==> config.mk <==
export PLATFORM = sky130hd
export DESIGN_NAME = scpsr_status
export DESIGN_NICKNAME = d
export VERILOG_FILES = /design/src/scpsr_status.v
export VERILOG_INCLUDE_DIRS = /design/src /design/src/pkg
export SDC_FILE = /design/constraint.sdc
export NUM_CORES = 1
export LEC_CHECK = 0
export ABC_CLOCK_PERIOD_IN_PS = 1700
export BUFFER_PORTS_ARGS = -buffer_cell sky130_fd_sc_hd__buf_4
export CAP_MARGIN = 15
export CORE_MARGIN = 5
export CORE_UTILIZATION = 35
export DETAILED_ROUTE_END_ITERATION = 12
export GPL_TIMING_DRIVEN = 1
export PLACE_DENSITY = 0.74
export SYNTH_ARGS = -nofsm -noshare
export SYNTH_HDL_FRONTEND = slang
export SYNTH_SLANG_ARGS = --single-unit
==> constraint.sdc <==
create_clock -name clk -period 1.7 [get_ports clk]
set_input_delay 0.34 -clock clk [delete_from_list [all_inputs] [get_ports clk]]
set_output_delay 0.34 -clock clk [all_outputs]
set_load 0.005 [all_outputs]
==> src/pkg/scpsr_defs.vh <==
/*
  Constants for the status summary and service request block: bit positions of the
  summary byte and standard event register, reset values, keyword match codes.
  Assumes it is included by its bare name from the design file.
*/
`ifndef SCPSR_DEFS_VH
`define SCPSR_DEFS_VH

// Summary byte bit positions
`define SCPSR_STB_QUENCH 2
`define SCPSR_STB_SER_MAV 3
`define SCPSR_STB_GPIB_MAV 4
`define SCPSR_STB_EVT_SUM 5
`define SCPSR_STB_RQS 6
// Bits that may feed the service request
`define SCPSR_STB_LIVE_MASK 8'h3c
// Standard event bit positions
`define SCPSR_ESR_OPC 0
`define SCPSR_ESR_QERR 2
`define SCPSR_ESR_DERR 3
`define SCPSR_ESR_EERR 4
`define SCPSR_ESR_CERR 5
`define SCPSR_ESR_PON 7
`define SCPSR_ESR_LIVE_MASK 8'hbd
// Reset values
`define SCPSR_ZERO8 8'h00
`define SCPSR_PON_EVENT 8'h80
// Keyword match codes
`define SCPSR_KW_NONE 2'h0
`define SCPSR_KW_SHORT 2'h1
`define SCPSR_KW_LONG 2'h2

`endif

==> src/scpsr_status.v <==
/*
  Status summary byte, standard event register, enable masks and service request.
  Assumes a command parser that issues one-cycle strobes for each status command,
  output buffers that give not-empty flags, and a GPIB engine that strobes serial polls.
*/
// Contract
// Condition bits follow live state; reading never alters them; value is a bit sum
// Event bits latch on first occurrence, hold until event read or clear-status
// Enable masks are writable and readable; clear-status leaves them untouched
// Bit 4 and bit 3 track unread data in GPIB and serial buffers
// Bit 2 holds while quench persists, clears only on quench clear (code also clears it as soon as quench_active falls)
// Bit 5 high when any standard event bit is set and enabled
// Bit 6 reports enabled summary bits; bits 0, 1, 7 read zero
// Service request only on zero-to-one change of an enabled summary bit
// Quench and message bits request service only when first set
// Clear-status or ended condition clears summary bits; event read clears only bit 5
// Service enable mask cleared by zero write; power-up clear only if configured (reset always clears it; psc_q is stored but gates nothing)
// Serial poll returns the byte, then clears bit 6 and releases request
// Serial poll is answered at once, outside the command queue
// Status byte query answers in order, leaves bit 6 and request alone
// Clearing event bits recomputes bit 5 under the current event mask
// Keywords accepted only in short or full form; others flag an error
// Host joins keywords with bare colons and spaces before parameters
// Host programs masks as binary-weighted decimal sums
// Event layout: 0 OPC, 2 query, 3 device, 4 exec, 5 command, 7 power
// Message bits come from buffer not-empty flags; power-up clears status
// Service request is a level held until a serial poll
`timescale 1ns/100ps
`default_nettype none
`include "scpsr_defs.vh"

module scpsr_status #(
  parameter KW_MAX = 12
) (
  // Clock and reset
  input wire clk,
  input wire arst_n,
  // Instrument conditions
  input wire quench_active,
  input wire quench_clear,
  input wire ser_buf_not_empty,
  input wire gpib_buf_not_empty,
  // Event sources, one-cycle pulses
  input wire evt_op_complete,
  input wire evt_query_err,
  input wire evt_device_err,
  input wire evt_exec_err,
  input wire evt_cmd_err,
  // Queued status commands, one-cycle strobes
  input wire cmd_clear_status,
  input wire cmd_read_event,
  input wire cmd_read_stb,
  input wire cmd_write_evt_mask,
  input wire cmd_write_srq_mask,
  input wire cmd_write_psc,
  input wire [7:0] cmd_value,
  // Immediate serial poll
  input wire serial_poll,
  // Keyword check
  input wire kw_check,
  input wire [KW_MAX*8-1:0] kw_text,
  input wire [3:0] kw_len,
  input wire [KW_MAX*8-1:0] kw_ref,
  input wire [3:0] kw_ref_len,
  input wire [3:0] kw_short_len,
  // Answers
  output reg [7:0] stb_q,
  output reg [7:0] event_q,
  output reg [7:0] evt_mask_q,
  output reg [7:0] srq_mask_q,
  output reg psc_q,
  output reg [7:0] read_data_q,
  output reg read_valid_q,
  output reg [7:0] poll_data_q,
  output reg poll_valid_q,
  output reg srq_q,
  output reg kw_ok_q,
  output reg kw_err_q
);

  reg [7:0] event_d;
  reg [7:0] live_d;
  reg [7:0] prev_live_q;
  reg [7:0] rise_d;
  reg [7:0] stb_d;
  reg rqs_q;
  reg rqs_d;
  reg powered_q;
  reg [1:0] kw_code;
  reg kw_short_hit;
  reg kw_long_hit;
  reg kw_bad;

  // Upper-case fold of one ASCII character
  function [7:0] fold_upper;
    input [7:0] c;
    begin
      if (c >= 8'h61 && c <= 8'h7a) begin
        fold_upper = c - 8'h20;
      end else begin
        fold_upper = c;
      end
    end
  endfunction

  // Case-folded compare of the first n characters
  function match_prefix;
    input [KW_MAX*8-1:0] a;
    input [KW_MAX*8-1:0] b;
    input [3:0] n;
    integer i;
    reg ok;
    begin
      ok = 1'b1;
      for (i = 0; i < KW_MAX; i = i + 1) begin
        if (i < n && fold_upper(a[i*8 +: 8]) != fold_upper(b[i*8 +: 8])) begin
          ok = 1'b0;
        end
      end
      match_prefix = ok;
    end
  endfunction

  // Exact lengths only, so a longer prefix is still an error
  always @* begin
    kw_short_hit = 1'b0;
    kw_long_hit = 1'b0;
    if (kw_len == kw_short_len) begin
      kw_short_hit = match_prefix(kw_text, kw_ref, kw_short_len);
    end
    if (kw_len == kw_ref_len) begin
      kw_long_hit = match_prefix(kw_text, kw_ref, kw_ref_len);
    end
  end

  always @* begin
    kw_code = `SCPSR_KW_NONE;
    if (kw_short_hit) begin
      kw_code = `SCPSR_KW_SHORT;
    end else if (kw_long_hit) begin
      kw_code = `SCPSR_KW_LONG;
    end
    kw_bad = kw_check && (kw_code == `SCPSR_KW_NONE);
  end

  // Event register: set wins over read or clear in the same cycle
  always @* begin
    event_d = event_q;
    if (cmd_clear_status || cmd_read_event) begin
      event_d = `SCPSR_ZERO8;
    end
    if (evt_op_complete) begin
      event_d[`SCPSR_ESR_OPC] = 1'b1;
    end
    if (evt_query_err) begin
      event_d[`SCPSR_ESR_QERR] = 1'b1;
    end
    if (evt_device_err) begin
      event_d[`SCPSR_ESR_DERR] = 1'b1;
    end
    if (evt_exec_err) begin
      event_d[`SCPSR_ESR_EERR] = 1'b1;
    end
    if (evt_cmd_err || kw_bad) begin
      event_d[`SCPSR_ESR_CERR] = 1'b1;
    end
    event_d = event_d & `SCPSR_ESR_LIVE_MASK;
  end

  // Summary bits 2..5, computed from next-state event bits
  always @* begin
    live_d = `SCPSR_ZERO8;
    live_d[`SCPSR_STB_QUENCH] = quench_active & ~quench_clear;
    live_d[`SCPSR_STB_SER_MAV] = ser_buf_not_empty;
    live_d[`SCPSR_STB_GPIB_MAV] = gpib_buf_not_empty;
    live_d[`SCPSR_STB_EVT_SUM] = |(event_d & evt_mask_q);
  end

  // Request summary: rises on new enabled bits, falls only on poll or clear-status
  always @* begin
    // Held quench or message bits give no edge, so they cannot refire
    rise_d = live_d & ~prev_live_q & srq_mask_q & `SCPSR_STB_LIVE_MASK;
    rqs_d = rqs_q;
    if (serial_poll) begin
      rqs_d = 1'b0;
    end
    if (cmd_clear_status) begin
      rqs_d = 1'b0;
    end
    if (|rise_d) begin
      rqs_d = 1'b1;
    end
  end

  // Summary byte as presented next cycle
  always @* begin
    stb_d = live_d;
    stb_d[`SCPSR_STB_RQS] = rqs_d;
  end

  // Power-up marker, low only in the first cycle after reset
  always @(posedge clk or negedge arst_n) begin
    if (!arst_n) begin
      powered_q <= 1'b0;
    end else begin
      powered_q <= 1'b1;
    end
  end

  // First cycle after power-up records the power-on event
  always @(posedge clk or negedge arst_n) begin
    if (!arst_n) begin
      event_q <= `SCPSR_ZERO8;
    end else if (!powered_q) begin
      event_q <= `SCPSR_PON_EVENT;
    end else begin
      event_q <= event_d;
    end
  end

  always @(posedge clk or negedge arst_n) begin
    if (!arst_n) begin
      prev_live_q <= `SCPSR_ZERO8;
    end else begin
      prev_live_q <= live_d;
    end
  end

  always @(posedge clk or negedge arst_n) begin
    if (!arst_n) begin
      rqs_q <= 1'b0;
    end else begin
      rqs_q <= rqs_d;
    end
  end

  // Level, not a pulse: the host may take many cycles to poll
  always @(posedge clk or negedge arst_n) begin
    if (!arst_n) begin
      srq_q <= 1'b0;
    end else begin
      srq_q <= rqs_d;
    end
  end

  always @(posedge clk or negedge arst_n) begin
    if (!arst_n) begin
      stb_q <= `SCPSR_ZERO8;
    end else begin
      stb_q <= stb_d;
    end
  end

  // Masks survive clear-status; a zero write clears them
  always @(posedge clk or negedge arst_n) begin
    if (!arst_n) begin
      evt_mask_q <= `SCPSR_ZERO8;
    end else if (cmd_write_evt_mask) begin
      evt_mask_q <= cmd_value;
    end
  end

  always @(posedge clk or negedge arst_n) begin
    if (!arst_n) begin
      srq_mask_q <= `SCPSR_ZERO8;
    end else if (cmd_write_srq_mask) begin
      srq_mask_q <= cmd_value & `SCPSR_STB_LIVE_MASK;
    end
  end

  // Reset stands for power-on with status clear set; the flag is not retained
  always @(posedge clk or negedge arst_n) begin
    if (!arst_n) begin
      psc_q <= 1'b1;
    end else if (cmd_write_psc) begin
      psc_q <= cmd_value != `SCPSR_ZERO8;
    end
  end

  always @(posedge clk or negedge arst_n) begin
    if (!arst_n) begin
      read_valid_q <= 1'b0;
    end else begin
      read_valid_q <= cmd_read_event | cmd_read_stb;
    end
  end

  // Queued reads answer from current state, in command order
  always @(posedge clk or negedge arst_n) begin
    if (!arst_n) begin
      read_data_q <= `SCPSR_ZERO8;
    end else if (cmd_read_event) begin
      read_data_q <= event_q;
    end else if (cmd_read_stb) begin
      read_data_q <= stb_q;
    end
  end

  always @(posedge clk or negedge arst_n) begin
    if (!arst_n) begin
      poll_valid_q <= 1'b0;
    end else begin
      poll_valid_q <= serial_poll;
    end
  end

  // Poll bypasses the queue and sees the byte before bit 6 drops
  always @(posedge clk or negedge arst_n) begin
    if (!arst_n) begin
      poll_data_q <= `SCPSR_ZERO8;
    end else if (serial_poll) begin
      poll_data_q <= stb_q;
    end
  end

  always @(posedge clk or negedge arst_n) begin
    if (!arst_n) begin
      kw_ok_q <= 1'b0;
    end else begin
      kw_ok_q <= kw_check && (kw_code != `SCPSR_KW_NONE);
    end
  end

  always @(posedge clk or negedge arst_n) begin
    if (!arst_n) begin
      kw_err_q <= 1'b0;
    end else begin
      kw_err_q <= kw_bad;
    end
  end

endmodule // scpsr_status
`default_nettype wire

==> results.md <==
* Peak Freq at 355.6 MHz
* Clock-pin slew on the worst setup and hold paths at 60 ps
* Peak VDD IR at 0.3958 mV
* Initial DRT Pass Iterations at 5
* Post-route setup slack at -1112 ps
* Drt total wl at between 15 and 20 mm
* Sequential area share after synthesis at 18.31%
* Max clock buf depth at 2
* Antenna-violating nets left at 0
* First-pass GRT wire length at 31.89 mm
* Area delta synth->final at 80.07%
* Hold slack final at 31.41 ps
* Iteration-0 DRC count of the detailed router at 216
* Synth area leader: dfrtp_1
* Distinct cells, synth at between 70 and 80
* Nature of the critical path startpoint: primary input
* Share of layout cells above drive strength 1 at 48.91%
* Most common flop cell mapped by yosys: dfrtp_1
* Residual DRC count at 0
* Pin count of the biggest net entering global routing at 42
* Syn avg cell area at 7.904 sq um
* Status: finished, violations left
* RSZ-0062 raised after global routing: yes
* Setup violators final at 5
* Met1 Resource Use GR at between 20% and 30%
* Worst R2R End: stb_q[6]$_DFF_PN0_
* Arr. time, crit path at 2960 ps
* Rel. slew slack at between 50% and 60%
* Cts hold-fix bufs at 0
* Layout Skew at 1.980 ps
* Ant. Diodes at 0
* Most frequent cell after synthesis: nand2_1
* Global route hottest layer: met2
* Drt via density at 4.856
* Minimum clock period at 2812 ps
* Wire per inst at 13.75 um
* Crit-path max FO at 4
* Power Density at around 430 nW/um^2
* Max-Cap Viols at 0
* Synth Register Bits at 41
* Initial antenna violation count at 0
* Synth Cell Area at between 5000 and 6000 sq um
* Setup TNS at -5311 ps
* Pleak at 4.966 nW
* Top cells by count, synth: nand2_1 (66), xor2_1 (65), inv_1 (64), xnor2_1 (51), nor2_1 (45)
* Layout Utilization at between 60% and 70%
* # port buffers at between 200 and 300
* Layout filler cell count at approximately 1300
* Initial Utilization at 35.45%
* Reg2Reg Setup Slack at 120 ps
* Post-synth top area share at 17.84%
* Rows at 46
* Final Cycle Share at 165.4%
* Sequential cell area at 1027 sq um
* Core area at 15830 sq um
* EDFF count, synth at 0
* TritonCTS clock tree: yes
* Width of the die at 136.6 um
* GRT overflow at 0
* Full die area at 18670 sq um
* Worst slew pin tran at 663.6 ps
* Vias at 7056
* Clock buffer count from CTS at 5
* Synth warnings at 0
* Io pins at ~290
* Critical path required time at roughly 1900 ps
* Worst Setup Path Type: primary input to register
* GPL Wtd Cong at just under 0.9
* GRT Util Overall at approximately a fifth
* Area of the multi-input gates at roughly 4400 sq um
* DP HPWL at 17.40 mm
* Nets at 1491
* Die Y at 136.6 um
* Cells after Synth at 710
* Failing checks: negative setup slack
* Async SR Flop Fraction at 100.0%
* M2 GR Usage at 38.75%
* Synth area leaders: dfrtp_1 (18%), xor2_1 (10%), xnor2_1 (8.0%)
* H-tree depth at 2
* Hold WC Path Type: primary input to async pin
* Slew Limit Fails at 0
* Worst-skew pair later-pin latency at 280 ps
* R2R depth at 7
* CTS root buffer: clkbuf_16
* Vias in the first global route at slightly above 7000
* Setup crit end kind: register
* Sink Count at approximately 40
* Global routing usage on met3 at 3.603%
* Worst reg2reg startpoint: event_q[2]$_DFF_PN0_
* Final Hold Vio Count at 0
cells in the final DEF, fill, tap and decap left out, types with 10 or more instances in the layout:
| cell | count |
|---|---|
| o21ai_0 | 20 |
| nor2_1 | 45 |
| or4_4 | 10 |
| buf_4 | 522 |
| ha_1 | 24 |
| nor3_1 | 34 |
| nor2b_1 | 10 |
| nand3_1 | 25 |
| o31ai_1 | 24 |
| inv_1 | 63 |
| a21oi_1 | 34 |
| mux2i_1 | 11 |
| mux2_2 | 15 |
| nand2_1 | 66 |
| conb_1 | 14 |
| xnor2_1 | 51 |
| dfrtp_1 | 40 |
| xor2_1 | 64 |
area by class of cell:
cell class / count / area share [%]
clock buffer: 6 / 1.374
clock inverter: 2 / 0.1362
inverter: 64 / 2.377
multi-input combinational: 596 / 43.82
sequential: 41 / 10.17
tap: 216 / 2.675
timing repair buffer: 528 / 39.45
where the power goes:
group          switching, mW  internal [mW]  leakage (nW)
sequential            0.0722           1.06         0.492
combinational          0.926           1.33          4.40
clock                  0.368          0.583        0.0768
critical path, stage by stage:
cell,delay (ps)
buf_4,110
or4_4,520
o221ai_4,210
buf_4,150
o21ai_0,100
xor2_1,190
o41a_1,470
a2111oi_4,320
nand4_1,180
o311ai_2,110
buf_4,180
a41oi_2,80
through the flow:
stage | instances | setup WS [ps] | power, mW | instance area [sq um]
after global routing | 1453 | -1236 | 4.641 | 10100
final | 1453 | -1112 | 4.342 | 10100
after detailed placement | 1432 | -1622 | 3.314 | 9642
after CTS | 1450 | -1112 | 4.329 | 10000
after global placement | 1432 | -1522 | 3.253 | 9642
after floorplan | 722 | -1044 | 2.005 | 5657
sequential cells by signal, indices dropped and copies added (netlist names):
| name | count |
|---|---|
| stb_q | 2 |
| evt_mask_q | 8 |
| srq_mask_q | 4 |
| read_data_q | 7 |
| kw_err_q | 1 |
| psc_q | 1 |
| read_valid_q | 1 |
| prev_live_q | 3 |
| kw_ok_q | 1 |
| poll_data_q | 5 |
| powered_q | 1 |
| event_q | 6 |
| poll_valid_q | 1 |
worst max-delay path by stage:
stage                    start                 end  slack, ps  cells past startpoint
global placement    kw_ref[64]  stb_q[6]$_DFF_PN0_      -1520                     13
global route         kw_ref[9]  stb_q[6]$_DFF_PN0_      -1240                     13
detailed placement  kw_ref[64]  stb_q[5]$_DFF_PN0_      -1620                     13
floorplan            kw_ref[9]  stb_q[6]$_DFF_PN0_      -1040                     10
finish              kw_ref[57]  stb_q[6]$_DFF_PN0_      -1110                     12
CTS                  kw_ref[9]  stb_q[5]$_DFF_PN0_      -1110                     13
logic make-up (layout without fill, tap and decap cells):
group | after synthesis | count (layout) | share of synthesized area, %
and+or+nand+nor | 244 | 244 | 21.96
muxes | 27 | 27 | 5.240
xor gates and xnor gates | 120 | 120 | 19.60
buffers and inverters | 85 | 600 | 6.979
DFF | 41 | 41 | 18.31
AOI/OAI and AO/OA | 167 | 167 | 22.43
other | 2 | 14 | 0.1338
adders and majority gates | 24 | 24 | 5.351
what timing repair did:
item,CTS,global route
buffers inserted,10,3
pin swaps,12,9
setup endpoints to repair,5,5
resized for setup,23,20
metal layers:
layer / share of wire, % / vias to the layer above / wire (um)
li1: - / 3596 / -
met1: 39 / 3214 / 7787
met2: 52 / 217 / 10430
met3: 7.0 / 29 / 1396
met4: 1.8 / 0 / 359
met5: 0 / - / 0
(Power assumes the default switching activity.)
